### src/vib_suppress_cfg.svh
// Register offsets, field positions, reset values and timing figures of the vibration block.
`ifndef VIB_SUPPRESS_CFG_SVH
`define VIB_SUPPRESS_CFG_SVH

`define ADDR_W 12
`define OFS_TUNE_MODE 12'h000
`define OFS_C1_VIB_FREQ 12'h004
`define OFS_C1_RES_FREQ 12'h008
`define OFS_C1_VIB_DAMP 12'h00c
`define OFS_C1_RES_DAMP 12'h010
`define OFS_C2_VIB_FREQ 12'h014
`define OFS_C2_RES_FREQ 12'h018
`define OFS_C2_VIB_DAMP 12'h01c
`define OFS_C2_RES_DAMP 12'h020
`define OFS_LOOP_GAIN 12'h024
`define OFS_NOTCH 12'h028
`define OFS_STATUS 12'h02c

`define MODE_DIG_W 4
`define MODE_C1_LSB 0
`define MODE_C2_LSB 4
`define MODE_OFF 4'h0
`define MODE_AUTO 4'h1
`define MODE_MANUAL 4'h2

`define NOTCH_FREQ_LSB 0
`define NOTCH_DEPTH_LSB 8
`define NOTCH_CODE_OFF 8'h00
`define NOTCH_CODE_MAX 8'h5f

`define RST_FREQ 16'h03e8
`define RST_DAMP 16'h0000
`define RST_GAIN 16'h0018
`define RST_MODE 16'h0000
`define RST_NOTCH 12'h000

// Frequencies are in 0.1 Hz, loop gain in rad/s, two pi is scaled by 1000.
`define TWO_PI_K 48'd6283
`define C1_GAIN_K 48'd9000
`define C2_FLOOR 48'd50
`define RATIO_LO 48'd11
`define RATIO_HI 48'd55
`define RATIO_DEN 48'd10
`define C2_GAIN_K 48'd400000
`define C2_F1_K 48'd12
`define C2_F2_K 48'd5

`define TUNE_OPS 8'd10
`define SETTLE_MS 150
`define CLK_KHZ 125000

`endif

### src/vib_suppress_pkg.sv
// Types shared by the vibration suppression block.
package vib_suppress_pkg;

  typedef struct packed {
    logic enable;
    logic [7:0] freq_code;
    logic [3:0] depth_code;
    logic [9:0] depth_tenth_db;
  } notch_cfg_t;

  typedef struct packed {
    logic [15:0] vib_freq;
    logic [15:0] res_freq;
    logic [15:0] vib_damp;
    logic [15:0] res_damp;
  } ctrl_set_t;

  typedef enum logic [1:0] {
    NOTCH_IDLE = 2'b00,
    NOTCH_WAIT_STOP = 2'b01,
    NOTCH_SETTLE = 2'b11
  } notch_state_t;

endpackage

### src/vibration_suppression_notch.sv
// Vibration suppression controls and command notch configuration behind an APB slave.
//
// The implementer's own choices: the address map and the APB slave port.
`timescale 1ns/10ps
`include "vib_suppress_cfg.svh"

// Contract
// RULE1: Auto mode loads estimates, two controls only.
// RULE2: After set positioning count, auto becomes manual.
// RULE3: Each control holds four separate manual settings.
// RULE4: Low digit control 1, next digit 2.
// RULE5: Writing 1 to digit two starts tuning.
// RULE6: Out-of-range frequency disables that control.
// RULE7: Control 1 frequencies exceed 0.9 gain/2pi.
// RULE8: Control 2 floor, ratio and gain limits.
// RULE9: Host keeps recommended margins on frequencies.
// RULE10: Notch frequency and depth are configurable.
// RULE11: Notch codes outside 4.5-2250 Hz disable.
// RULE12: New notch applied 150 ms after stop.
// RULE13: Both controls and notch run together.
// RULE14: Depth digit selects sixteen depths.
// RULE15: Code 00 disables, 01 is 2250 Hz.
// RULE16: Range checks rerun on gain or frequency write.
module vibration_suppression_notch
  import vib_suppress_pkg::*;
#(
  parameter int SETTLE_CYCLES = (`SETTLE_MS * `CLK_KHZ)
) (
  input wire logic mclk,
  input wire logic rst_b,
  input wire logic psel,
  input wire logic penable,
  input wire logic pwrite,
  input wire logic [`ADDR_W-1:0] paddr,
  input wire logic [31:0] pwdata,
  output logic [31:0] prdata,
  output logic pready,
  output logic pslverr,
  input wire logic est_valid,
  input wire logic est_ctrl,
  input wire logic [15:0] est_vib_freq,
  input wire logic [15:0] est_res_freq,
  input wire logic positioning_done,
  input wire logic motor_moving,
  input wire logic servo_locked,
  output logic ctrl1_active,
  output logic ctrl2_active,
  output notch_cfg_t notch_cfg
);

  ////////////////////////////////////////////////////////////////////////////////
  // Declarations and helpers.

  logic [31:0] prdata_ff;
  logic pready_ff;
  logic pslverr_ff;
  logic [15:0] suppression_tuning_mode_select_ff;
  ctrl_set_t ctrl1_ff;
  ctrl_set_t ctrl2_ff;
  logic [15:0] model_loop_gain_ff;
  logic [11:0] position_notch_setting_ff;
  logic [7:0] c1_ops_ff;
  logic [7:0] c2_ops_ff;
  logic c1_usable_ff;
  logic c2_usable_ff;
  logic recheck_ff;
  logic ctrl1_active_ff;
  logic ctrl2_active_ff;
  notch_cfg_t notch_cfg_ff;
  notch_state_t notch_state_ff;
  notch_state_t nxt_notch_state;
  logic [31:0] settle_cnt_ff;
  logic notch_pending_ff;
  logic moving_s1_ff;
  logic moving_s2_ff;
  logic locked_s1_ff;
  logic locked_s2_ff;
  logic wr_en;
  logic rd_en;
  logic hit;
  logic [31:0] rd_val;
  logic [3:0] c1_mode;
  logic [3:0] c2_mode;
  logic settle_done;

  // Depth in tenths of a dB below unity for each depth digit.
  function automatic logic [9:0] depth_of(input logic [3:0] code);
    case (code)
      4'h0: depth_of = 10'd400;
      4'h1: depth_of = 10'd241;
      4'h2: depth_of = 10'd181;
      4'h3: depth_of = 10'd145;
      4'h4: depth_of = 10'd120;
      4'h5: depth_of = 10'd101;
      4'h6: depth_of = 10'd85;
      4'h7: depth_of = 10'd72;
      4'h8: depth_of = 10'd60;
      4'h9: depth_of = 10'd50;
      4'ha: depth_of = 10'd41;
      4'hb: depth_of = 10'd33;
      4'hc: depth_of = 10'd25;
      4'hd: depth_of = 10'd18;
      4'he: depth_of = 10'd12;
      default: depth_of = 10'd6;
    endcase
  endfunction

  // One register decode shared by the read and the write paths.
  function automatic logic is_mapped(input logic [`ADDR_W-1:0] a);
    is_mapped = (a <= `OFS_STATUS) && (a[1:0] == 2'b00);
  endfunction

  function automatic logic freq_write(input logic [`ADDR_W-1:0] a);
    freq_write = (a == `OFS_C1_VIB_FREQ) || (a == `OFS_C1_RES_FREQ) ||
                 (a == `OFS_C2_VIB_FREQ) || (a == `OFS_C2_RES_FREQ) ||
                 (a == `OFS_LOOP_GAIN);
  endfunction

  assign hit = is_mapped(paddr);
  assign wr_en = psel && penable && pready_ff && pwrite && hit;
  assign rd_en = psel && penable && !pready_ff && !pwrite;
  assign c1_mode = suppression_tuning_mode_select_ff[`MODE_C1_LSB +: `MODE_DIG_W];
  assign c2_mode = suppression_tuning_mode_select_ff[`MODE_C2_LSB +: `MODE_DIG_W];

  ////////////////////////////////////////////////////////////////////////////////
  // APB handshake: one wait state, read data latched in the first access cycle, write data taken in the cycle with pready.

  always_ff @(posedge mclk or negedge rst_b) begin
    if (!rst_b) begin
      pready_ff <= 1'b0;
      pslverr_ff <= 1'b0;
      prdata_ff <= 32'h0000_0000;
    end else begin
      pready_ff <= psel && penable && !pready_ff;
      pslverr_ff <= psel && penable && !pready_ff && !hit;
      if (rd_en) begin
        prdata_ff <= hit ? rd_val : 32'h0000_0000;
      end
    end
  end

  always_comb begin
    rd_val = 32'h0000_0000;
    case (paddr)
      `OFS_TUNE_MODE: rd_val = {16'h0000, suppression_tuning_mode_select_ff};
      `OFS_C1_VIB_FREQ: rd_val = {16'h0000, ctrl1_ff.vib_freq};
      `OFS_C1_RES_FREQ: rd_val = {16'h0000, ctrl1_ff.res_freq};
      `OFS_C1_VIB_DAMP: rd_val = {16'h0000, ctrl1_ff.vib_damp};
      `OFS_C1_RES_DAMP: rd_val = {16'h0000, ctrl1_ff.res_damp};
      `OFS_C2_VIB_FREQ: rd_val = {16'h0000, ctrl2_ff.vib_freq};
      `OFS_C2_RES_FREQ: rd_val = {16'h0000, ctrl2_ff.res_freq};
      `OFS_C2_VIB_DAMP: rd_val = {16'h0000, ctrl2_ff.vib_damp};
      `OFS_C2_RES_DAMP: rd_val = {16'h0000, ctrl2_ff.res_damp};
      `OFS_LOOP_GAIN: rd_val = {16'h0000, model_loop_gain_ff};
      `OFS_NOTCH: rd_val = {20'h00000, position_notch_setting_ff};
      `OFS_STATUS: rd_val = {c2_ops_ff, c1_ops_ff, 8'h00, notch_state_ff,
                             notch_pending_ff, notch_cfg_ff.enable,
                             c2_usable_ff, c1_usable_ff,
                             ctrl2_active_ff, ctrl1_active_ff};
      default: rd_val = 32'h0000_0000;
    endcase
  end

  ////////////////////////////////////////////////////////////////////////////////
  // Tuning mode select and positioning counts.

  // A software write wins over the automatic hand-over, so software may restart tuning.
  always_ff @(posedge mclk or negedge rst_b) begin
    if (!rst_b) begin
      suppression_tuning_mode_select_ff <= `RST_MODE;
      c1_ops_ff <= 8'h00;
      c2_ops_ff <= 8'h00;
    end else if (wr_en && paddr == `OFS_TUNE_MODE) begin
      suppression_tuning_mode_select_ff <= pwdata[15:0]; // [RULE4]
      c1_ops_ff <= 8'h00;
      c2_ops_ff <= 8'h00; // [RULE5]
    end else begin
      if (c1_mode == `MODE_AUTO && positioning_done) begin
        if (c1_ops_ff + 8'h01 >= `TUNE_OPS) begin
          suppression_tuning_mode_select_ff[`MODE_C1_LSB +: `MODE_DIG_W] <= `MODE_MANUAL; // [RULE2]
        end
        c1_ops_ff <= c1_ops_ff + 8'h01;
      end
      if (c2_mode == `MODE_AUTO && positioning_done) begin
        if (c2_ops_ff + 8'h01 >= `TUNE_OPS) begin
          suppression_tuning_mode_select_ff[`MODE_C2_LSB +: `MODE_DIG_W] <= `MODE_MANUAL; // [RULE2]
        end
        c2_ops_ff <= c2_ops_ff + 8'h01;
      end
    end
  end

  ////////////////////////////////////////////////////////////////////////////////
  // Parameter sets: software writes, or estimates while a control is tuning.

  always_ff @(posedge mclk or negedge rst_b) begin
    if (!rst_b) begin
      ctrl1_ff <= '{`RST_FREQ, `RST_FREQ, `RST_DAMP, `RST_DAMP};
    end else if (wr_en && paddr == `OFS_C1_VIB_FREQ) begin
      ctrl1_ff.vib_freq <= pwdata[15:0]; // [RULE3]
    end else if (wr_en && paddr == `OFS_C1_RES_FREQ) begin
      ctrl1_ff.res_freq <= pwdata[15:0];
    end else if (wr_en && paddr == `OFS_C1_VIB_DAMP) begin
      ctrl1_ff.vib_damp <= pwdata[15:0];
    end else if (wr_en && paddr == `OFS_C1_RES_DAMP) begin
      ctrl1_ff.res_damp <= pwdata[15:0];
    end else if (est_valid && !est_ctrl && c1_mode == `MODE_AUTO) begin
      ctrl1_ff.vib_freq <= est_vib_freq; // [RULE1]
      ctrl1_ff.res_freq <= est_res_freq;
    end
  end

  always_ff @(posedge mclk or negedge rst_b) begin
    if (!rst_b) begin
      ctrl2_ff <= '{`RST_FREQ, `RST_FREQ, `RST_DAMP, `RST_DAMP};
    end else if (wr_en && paddr == `OFS_C2_VIB_FREQ) begin
      ctrl2_ff.vib_freq <= pwdata[15:0]; // [RULE3]
    end else if (wr_en && paddr == `OFS_C2_RES_FREQ) begin
      ctrl2_ff.res_freq <= pwdata[15:0];
    end else if (wr_en && paddr == `OFS_C2_VIB_DAMP) begin
      ctrl2_ff.vib_damp <= pwdata[15:0];
    end else if (wr_en && paddr == `OFS_C2_RES_DAMP) begin
      ctrl2_ff.res_damp <= pwdata[15:0];
    end else if (est_valid && est_ctrl && c2_mode == `MODE_AUTO) begin
      ctrl2_ff.vib_freq <= est_vib_freq; // [RULE1]
      ctrl2_ff.res_freq <= est_res_freq;
    end
  end

  always_ff @(posedge mclk or negedge rst_b) begin
    if (!rst_b) begin
      model_loop_gain_ff <= `RST_GAIN;
      position_notch_setting_ff <= `RST_NOTCH;
    end else begin
      if (wr_en && paddr == `OFS_LOOP_GAIN) begin
        model_loop_gain_ff <= pwdata[15:0];
      end
      if (wr_en && paddr == `OFS_NOTCH) begin
        position_notch_setting_ff <= pwdata[11:0]; // [RULE10]
      end
    end
  end

  ////////////////////////////////////////////////////////////////////////////////
  // Usable range checks, rerun one cycle after any relevant change.

  // Estimates change frequencies too, so they also request a recheck.
  always_ff @(posedge mclk or negedge rst_b) begin
    if (!rst_b) begin
      recheck_ff <= 1'b1;
    end else begin
      recheck_ff <= (wr_en && freq_write(paddr)) || est_valid; // [RULE16]
    end
  end

  always_ff @(posedge mclk or negedge rst_b) begin
    if (!rst_b) begin
      c1_usable_ff <= 1'b0;
      c2_usable_ff <= 1'b0;
    end else if (recheck_ff) begin
      c1_usable_ff <=
        ({32'h0, ctrl1_ff.vib_freq} * `TWO_PI_K > {32'h0, model_loop_gain_ff} * `C1_GAIN_K) &&
        ({32'h0, ctrl1_ff.res_freq} * `TWO_PI_K > {32'h0, model_loop_gain_ff} * `C1_GAIN_K); // [RULE7]
      c2_usable_ff <= (ctrl1_ff.vib_freq < ctrl2_ff.vib_freq) &&
        ({32'h0, ctrl2_ff.vib_freq} > `C2_FLOOR + {32'h0, model_loop_gain_ff}) &&
        ({32'h0, ctrl2_ff.res_freq} > `C2_FLOOR + {32'h0, model_loop_gain_ff}) &&
        ({32'h0, ctrl1_ff.vib_freq} * `RATIO_LO < {32'h0, ctrl2_ff.vib_freq} * `RATIO_DEN) &&
        ({32'h0, ctrl2_ff.vib_freq} * `RATIO_DEN < {32'h0, ctrl1_ff.vib_freq} * `RATIO_HI) &&
        ({32'h0, model_loop_gain_ff} * `C2_GAIN_K < `TWO_PI_K *
          ({32'h0, ctrl1_ff.vib_freq} * `C2_F1_K + {32'h0, ctrl2_ff.vib_freq} * `C2_F2_K)); // [RULE8]
    end
  end

  // The two controls run independently of the notch; the range check of control 2 uses the frequency of control 1.
  always_ff @(posedge mclk or negedge rst_b) begin
    if (!rst_b) begin
      ctrl1_active_ff <= 1'b0;
      ctrl2_active_ff <= 1'b0;
    end else begin
      ctrl1_active_ff <= (c1_mode != `MODE_OFF) && c1_usable_ff && !recheck_ff; // [RULE6]
      ctrl2_active_ff <= (c2_mode != `MODE_OFF) && c2_usable_ff && !recheck_ff; // [RULE13]
    end
  end

  ////////////////////////////////////////////////////////////////////////////////
  // Notch apply sequencer.

  always_ff @(posedge mclk or negedge rst_b) begin
    if (!rst_b) begin
      moving_s1_ff <= 1'b0;
      moving_s2_ff <= 1'b0;
      locked_s1_ff <= 1'b0;
      locked_s2_ff <= 1'b0;
    end else begin
      moving_s1_ff <= motor_moving;
      moving_s2_ff <= moving_s1_ff;
      locked_s1_ff <= servo_locked;
      locked_s2_ff <= locked_s1_ff;
    end
  end

  assign settle_done = settle_cnt_ff >= SETTLE_CYCLES - 1;

  always_comb begin
    nxt_notch_state = notch_state_ff;
    case (notch_state_ff)
      NOTCH_IDLE: begin
        if (notch_pending_ff) begin
          nxt_notch_state = NOTCH_WAIT_STOP;
        end
      end
      NOTCH_WAIT_STOP: begin
        if (!moving_s2_ff && locked_s2_ff) begin
          nxt_notch_state = NOTCH_SETTLE;
        end
      end
      NOTCH_SETTLE: begin
        if (moving_s2_ff || !locked_s2_ff) begin
          nxt_notch_state = NOTCH_WAIT_STOP;
        end else if (settle_done) begin
          nxt_notch_state = NOTCH_IDLE;
        end
      end
      default: nxt_notch_state = NOTCH_IDLE;
    endcase
  end

  always_ff @(posedge mclk or negedge rst_b) begin
    if (!rst_b) begin
      notch_state_ff <= NOTCH_IDLE;
      settle_cnt_ff <= 32'h0000_0000;
    end else begin
      notch_state_ff <= nxt_notch_state;
      if (notch_state_ff == NOTCH_SETTLE && nxt_notch_state == NOTCH_SETTLE) begin
        settle_cnt_ff <= settle_cnt_ff + 32'h0000_0001; // [RULE12]
      end else begin
        settle_cnt_ff <= 32'h0000_0000;
      end
    end
  end

  // A write during settling restarts the wait only in its last cycle; the setting register is read when the wait ends, so the newest setting is applied.
  always_ff @(posedge mclk or negedge rst_b) begin
    if (!rst_b) begin
      notch_pending_ff <= 1'b0;
      notch_cfg_ff <= '0;
    end else if (wr_en && paddr == `OFS_NOTCH) begin
      notch_pending_ff <= 1'b1;
    end else if (notch_state_ff == NOTCH_SETTLE && settle_done &&
                 !moving_s2_ff && locked_s2_ff) begin
      notch_pending_ff <= 1'b0;
      notch_cfg_ff.freq_code <= position_notch_setting_ff[`NOTCH_FREQ_LSB +: 8];
      notch_cfg_ff.depth_code <= position_notch_setting_ff[`NOTCH_DEPTH_LSB +: 4];
      notch_cfg_ff.depth_tenth_db <=
        depth_of(position_notch_setting_ff[`NOTCH_DEPTH_LSB +: 4]); // [RULE14]
      notch_cfg_ff.enable <=
        (position_notch_setting_ff[`NOTCH_FREQ_LSB +: 8] != `NOTCH_CODE_OFF) && // [RULE15]
        (position_notch_setting_ff[`NOTCH_FREQ_LSB +: 8] <= `NOTCH_CODE_MAX); // [RULE11]
    end
  end

  assign prdata = prdata_ff;
  assign pready = pready_ff;
  assign pslverr = pslverr_ff;
  assign ctrl1_active = ctrl1_active_ff;
  assign ctrl2_active = ctrl2_active_ff;
  assign notch_cfg = notch_cfg_ff;

endmodule

### config.mk
export PLATFORM = sky130hd
export DESIGN_NAME = vibration_suppression_notch
export DESIGN_NICKNAME = d
export VERILOG_FILES = /design/src/vib_suppress_pkg.sv /design/src/vibration_suppression_notch.sv
export VERILOG_INCLUDE_DIRS = /design/src
export SDC_FILE = /design/constraint.sdc
export NUM_CORES = 2
export LEC_CHECK = 0
export ABC_CLOCK_PERIOD_IN_PS = 15500
export BUFFER_PORTS_ARGS = -buffer_cell sky130_fd_sc_hd__buf_2
export CAP_MARGIN = 20
export CORE_MARGIN = 2
export CORE_UTILIZATION = 44
export CTS_CLUSTER_DIAMETER = 100
export DETAILED_ROUTE_END_ITERATION = 8
export PLACE_DENSITY = 0.71
export SLEW_MARGIN = 20
export SYNTH_ARGS = -nofsm -noshare
export SYNTH_HDL_FRONTEND = slang
export SYNTH_SLANG_ARGS = --single-unit
### constraint.sdc
create_clock -name mclk -period 15.5 [get_ports mclk]
set_input_delay 3.1 -clock mclk [delete_from_list [all_inputs] [get_ports mclk]]
set_output_delay 3.1 -clock mclk [all_outputs]
set_load 0.005 [all_outputs]
* After elaboration in Yosys (flattened, before gate mapping)
Memories as Yosys holds them, arrays and structs flattened. A register that Yosys moved wholly into a read port is not among the register bits.
Index checks and enable logic that the tools add are counted.
** Operators by class
- $add $sub $neg :: 5
- $mul :: 10
- Magnitude comparators :: 13
- Equality and inequality tests :: 26
- Muxes and demuxes :: 31
- Bitwise gates (word level) :: 7
- Reduce and logical (&&, ||, !) cells :: 82
** Operators with widths (count)
- 32-bit one-hot mux with 12 select lines :: 1
- 32-bit two-way mux :: 8
- 16-bit two-way mux :: 6
- 29-bit by 30-bit greater-than comparator with 1-bit output :: 2
- 16-bit by 13-bit multiplier with 29-bit output (second input constant) :: 2
- 12-bit by 5-bit equality test with 1-bit output (second input constant) :: 4
- 12-bit by 6-bit equality test with 1-bit output (second input constant) :: 4
- 16-bit by 48-bit greater-than comparator with 1-bit output :: 1
- 1-bit logical AND :: 42
- 8-bit two-way mux :: 5
- 16-bit by 3-bit multiplier with 19-bit output (second input constant) :: 2
- 35-bit by 34-bit less-than comparator with 1-bit output :: 1
- 13-bit by 21-bit multiplier with 34-bit output (first input constant) :: 1
- 32-bit by 1-bit adder with 32-bit output (second input constant) :: 1
- 32-bit by 25-bit >= comparator with 1-bit output (second input constant) :: 1
- 16-bit by 12-bit multiplier with 28-bit output (second input constant) :: 1
- 16-bit by 11-bit multiplier with 27-bit output (second input constant) :: 1
- 12-bit by 4-bit equality test with 1-bit output (second input constant) :: 2
- 4-bit AND reduction :: 6
- 20-bit by 22-bit less-than comparator with 1-bit output :: 1
- 16-bit by 6-bit multiplier with 22-bit output (second input constant) :: 1
- 20-bit by 19-bit adder with 21-bit output :: 1
- 20-bit less-than comparator :: 1
- 16-bit by 4-bit multiplier with 20-bit output (second input constant) :: 1
- other kinds (27) :: 78
** Storage, ports and cells
- Register bits after elaboration :: 289
- ROM bits :: 144
- Input bits :: 86
- Word-level logic and storage cells :: 209
- Memories :: 1
** Memory list
- (no name shown) :: words 16, width 9, rd ports 1, clocked after memory_dff 1, write ports 0, RTL line vibration_suppression_notch.sv:88 : case (code)

* Logic depth before layout (Yosys ltp)
- Depth in word-level cells :: 9
- Depth in mapped cells :: 46
- Gate-level depth less buffers :: 45

* Worst setup path before layout
No wires, ideal clock.
- Path kind :: register to register
- Start point :: reg ctrl1_ff[49] (netlist bit)
- End point :: reg c2_usable_ff
- Setup time :: 77 ps
- Arrival :: 9911 ps
- Setup slack :: 5512 ps
- Stages on the path, launching flop included :: 45
- Path buffers :: 1
- Clock period less this slack :: 9988 ps
- Cell sequence :: dfrtp_1 -> ha_1 -> inv_1 -> fa_1 -> o31ai_1 -> a31oi_1 -> o31ai_1 -> a31oi_1 -> o31ai_1 -> a31oi_1 -> xor2_1 -> fa_1 -> inv_1 -> ha_1 -> or3_1 -> a211oi_1 -> o31ai_1 -> a21oi_1 -> (+9 left out) -> inv_1 -> ha_1 -> clkbuf_1 -> nand4_1 -> a211oi_1 -> o221ai_1 -> o21ai_0 -> nor4_1 -> o311a_1 -> a211oi_1 -> ha_1 -> a21oi_1 -> o2111ai_1 -> nor4_1 -> o211ai_1 -> a2111oi_0 -> nand3_1 -> a21oi_1
** Between the ends
- Longest elaborated chain between the ends :: 6
- Elaborated cells between the ends (all ways) :: 14
- Classes of those cells :: add/sub (1); mul (4); order compare (4); reduce/logical (5)
** RTL lines
- from (decl) :: RTL line vibration_suppression_notch.sv:58 : ctrl_set_t ctrl1_ff;
- from (signal assigned) :: RTL line vibration_suppression_notch.sv:198 : ctrl1_ff <= '{`RST_FREQ, `RST_FREQ, `RST_DAMP, `RST_DAMP};
- parallel branches: the longest is 5 deep, another holds 35-bit by 34-bit less-than comparator with 1-bit output
- 1-bit logical AND * :: RTL line vibration_suppression_notch.sv:264 : c2_usable_ff <= (ctrl1_ff.vib_freq < ctrl2_ff.vib_freq) &&
- to (signal assigned) :: RTL line vibration_suppression_notch.sv:264
- to (decl) :: RTL line vibration_suppression_notch.sv:65 : logic c2_usable_ff;
Every way passes the cells marked *.
A chain may end at the register's enable or synchronous reset.

* Worst setup path in the final report
- Start point :: reg ctrl1_ff[50] (netlist bit)
- End point :: reg c2_usable_ff
The elaborated chain is that of the path after synthesis.

==> impl_metrics.prom <==
# TYPE chip_impl_metric gauge
chip_impl_metric{name="clk-insertion-delay-late",unit="ps"} 580
chip_impl_metric{name="arrival",unit="ps"} 12960
chip_impl_metric{name="globalRouteMet1Util",unit=""} 0.331
chip_impl_metric{name="clockBufferDepth",unit=""} 3
chip_impl_metric{name="timing.final.setup_violations",unit=""} 0
chip_impl_metric{name="worst_setup_hold_path_clk_slew",unit="ps"} 70
chip_impl_metric{name="post-route-period-util",unit=""} 0.805
chip_impl_metric{name="worst_relative_slew_slack",unit=""} 0.247
chip_impl_metric{name="total_count_of_hold_check_failures_in_the_final_report",unit=""} 0
chip_impl_metric{name="die_area",unit="sq mm"} 0.0929
chip_impl_metric{name="synth_seq_cells",unit=""} 288
chip_impl_metric{name="drv_slew",unit=""} 0
chip_impl_metric{name="initial_core_utilization",unit=""} 0.443
chip_impl_metric{name="drt-initial-drc-count",unit=""} 2397
chip_impl_info{name="tritoncts_clock_tree",value="yes"} 1
chip_impl_metric{name="post_cts_buffers",unit=""} 0
chip_impl_info{name="cts_root_buf",value="clkbuf_16"} 1
chip_impl_info{name="layout.cells.most_common",value="inv_1"} 1
chip_impl_metric{name="detail_route.vias_per_cell",unit=""} 5.62
chip_impl_metric{name="worst_r2r_path_depth",unit=""} 45
chip_impl_metric{name="setup_slack_after_layout",unit="ps"} 3020
chip_impl_metric{name="die_height",unit="um"} 305
chip_impl_metric{name="global_route.overflow_total",unit=""} 0
chip_impl_metric{name="reg2reg_slack",unit="ps"} 3020
chip_impl_metric{name="post_cts.resized_instances",unit=""} 0
chip_impl_metric{name="detailedRoute.firstPassIterationCount",unit=""} 6
chip_impl_metric{name="antenna_found_initial",unit=""} 3
chip_impl_metric{name="synth_sequential_area_ratio",unit=""} 0.182
chip_impl_info{name="path_class",value="reg2reg"} 1
chip_impl_metric{name="timing.clock.skew",unit="ps"} 27.3
chip_impl_metric{name="flow.area_growth_from_synthesis",unit="%"} 7.86
chip_impl_info{name="timing.critical_path.from_type",value="flip-flop"} 1
chip_impl_metric{name="die_w",unit="um"} 305
chip_impl_metric{name="rows",unit=""} 110
chip_impl_metric{name="finalNetCount",unit=""} 5565
chip_impl_info{name="worstReg2RegStart",value="ctrl1_ff[50]$_DFFE_PN0P_"} 1
chip_impl_metric{name="dpl.hpwl",unit="mm"} 90.9
chip_impl_info{name="yosys_most_used_dff",value="dfrtp_1"} 1
chip_impl_info{name="worst_hold_path.endpoint",value="locked_s2_ff$_DFF_PN0_"} 1
chip_impl_info{name="hold_path.class",value="reg2reg"} 1
chip_impl_metric{name="grt_start_max_net_pins",unit=""} 130
chip_impl_metric{name="postRouteAntennaNets",unit=""} 0
chip_impl_metric{name="grt_first_pass_wirelength",unit="mm"} 175
chip_impl_metric{name="synth_warnings",unit=""} 0
chip_impl_metric{name="globalRouteTotalUtil",unit=""} 0.237
chip_impl_metric{name="asyncSetResetFlopFracSynth",unit=""} 1.00
chip_impl_metric{name="finalCriticalPeriod",unit="ps"} 12480
chip_impl_metric{name="totalNegativeSetupSlack",unit="ps"} 0
chip_impl_metric{name="groute.layer.met2.usage",unit=""} 0.376
chip_impl_metric{name="cts_num_sinks",unit=""} 288
chip_impl_metric{name="detail_route.wirelength",unit="mm"} 110
chip_impl_metric{name="avgSynthCellArea",unit="sq um"} 9.39
chip_impl_info{name="min-delay-start",value="locked_s1_ff$_DFF_PN0_"} 1
chip_impl_metric{name="clock.fmax",unit="MHz"} 80.1
chip_impl_metric{name="critical-path-max-stage-delay",unit="ps"} 810
chip_impl_metric{name="mappedNetlistArea",unit="sq mm"} 0.0398
chip_impl_metric{name="count_of_flip_flops_with_a_built_in_enable_after_synthesis",unit=""} 0
chip_impl_metric{name="worst-path-max-fanout",unit=""} 12
chip_impl_metric{name="detail_route.drc_violations",unit=""} 0
chip_impl_info{name="mostFrequentLayoutCells",value="inv_1 (825), ha_1 (823), fa_1 (291)"} 1
chip_impl_info{name="r2r_end",value="c2_usable_ff$_DFFE_PN0P_"} 1
chip_impl_metric{name="share_of_final_layout_standard_cells_stronger_than_drive_strength_1",unit=""} 0.0919
chip_impl_metric{name="route.vias.total",unit=""} 31300
chip_impl_metric{name="max-cap-violations",unit=""} 0
chip_impl_metric{name="synthCells",unit=""} 4239
chip_impl_metric{name="finalWeightedCongestion",unit=""} 0.969
chip_impl_metric{name="top_level_ports",unit=""} 145
chip_impl_metric{name="timing_worst_slew_pin_value",unit="ps"} 1120
chip_impl_metric{name="synth_cell_types",unit=""} 82
chip_impl_info{name="grt_setup_unrepaired",value="no"} 1
chip_impl_metric{name="port-buffer-count",unit=""} 127
chip_impl_info{name="worst_setup_path_end_kind",value="flip-flop"} 1
chip_impl_metric{name="worst_ep_required_time",unit="ps"} 15980
chip_impl_metric{name="use_met3",unit=""} 0.0323
chip_impl_metric{name="min_path_cells",unit=""} 0
chip_impl_metric{name="dpl_worst_slack",unit="ps"} 3270
chip_impl_metric{name="core-area",unit="sq mm"} 0.0899
chip_impl_info{name="busiest_layer",value="met2"} 1
chip_impl_metric{name="htreeDepth",unit=""} 1
chip_impl_info{name="slowest_stage",value="dfrtp_1"} 1
chip_impl_info{name="status",value="completed"} 1
chip_impl_metric{name="cts-buffers-inserted",unit=""} 27
chip_impl_metric{name="route.detailed.wl_per_inst",unit="um"} 19.8
chip_impl_metric{name="holdBufCountCts",unit=""} 0
chip_impl_metric{name="number_of_global_route_vias_before_repair",unit=""} 31200
[per-layer routing]
layer  up-vias  wire, um
met1     15300     48400
li1      14700         -
met2      1066     48800
met5         -         0
met3       247      8400
met4         0      4570
[cells in the mapped netlist, drive strengths merged, types with 110 or more instances]
library cell	count	share of area
a21oi	174	0.022
xnor2	129	0.028
nand2	184	0.017
mux2	117	0.033
ha	823	0.26
fa	291	0.15
dfrtp	261	0.16
xor2	110	0.024
a21o	111	0.021
inv	826	0.078
o21ai	155	0.019
nor2	185	0.017
[stage by stage]
| step | cells | cell area, sq um | hold slack, ps | utilization |
|---|---|---|---|---|
| detailed placement | 5510 | 41900 | 335 | 0.467 |
| CTS | 5560 | 42900 | 350 | 0.477 |
| global route | 5565 | 42900 | 350 | 0.478 |
| floorplan | 4246 | 39800 | 331 | - |
| global placement | 5510 | 41900 | 331 | 0.467 |
| finish | 5565 | 42900 | 349 | 0.478 |
[registers in the layout, indices dropped and copies added (netlist names), 8 cells and up]
name,flops
ctrl1_ff,64
settle_cnt_ff,32
ctrl2_ff,64
position_notch_setting_ff,12
model_loop_gain_ff,16
c2_ops_ff,8
suppression_tuning_mode_select_ff,16
notch_cfg,22
prdata,32
c1_ops_ff,8
[worst max-delay path by stage]
stage / from / end / slack (ps) / depth (start not counted)
after global routing: ctrl1_ff[50]$_DFFE_PN0P_ / c2_usable_ff$_DFFE_PN0P_ / 2490 / 45
after detailed placement: ctrl1_ff[50]$_DFFE_PN0P_ / c2_usable_ff$_DFFE_PN0P_ / 3270 / 45
final: ctrl1_ff[50]$_DFFE_PN0P_ / c2_usable_ff$_DFFE_PN0P_ / 3020 / 45
after floorplan: ctrl1_ff[49]$_DFFE_PN0P_ / c2_usable_ff$_DFFE_PN0P_ / 5510 / 44
after CTS: ctrl1_ff[50]$_DFFE_PN0P_ / c2_usable_ff$_DFFE_PN0P_ / 3190 / 45
after global placement: ctrl1_ff[50]$_DFFE_PN0P_ / c2_usable_ff$_DFFE_PN0P_ / 3540 / 45
[worst max-delay path: cells and delay by family, from the launching register on]
family | cells | cell delay (ps)
DFF | 1 | 810
AOI/OAI and AO/OA | 20 | 5000
buffers and inverters | 6 | 420
adders and majority gates | 11 | 4200
and+or+nand+nor | 6 | 1330
xor gates and xnor gates | 2 | 630
[cell type report]
type / count / area (sq um)
Sequential cell: 288 / 7240
Antenna cell: 3 / 7.51
Clock inverter: 10 / 150
Tap cell: 1176 / 1470
Multi-Input combinational cell: 3056 / 29200
Timing Repair Buffer: 166 / 947
Inverter: 826 / 3100
Fill cell: 8352 / 46900
Clock buffer: 40 / 805
[cell families (layout without fill, tap and decap cells)]
family,Yosys count,count (layout),synth area share
and+or+nand+nor,714,714,0.0888
adders and majority gates,1114,1114,0.405
buffers and inverters,902,1042,0.0861
DFF,288,288,0.182
muxes,198,198,0.0541
AOI/OAI and AO/OA,783,783,0.132
xor gates and xnor gates,239,239,0.0526
other,1,11,0.0000942
Power is not shown: default switching activity piles up to over one toggle a cycle in this logic, so the estimate is an artifact.
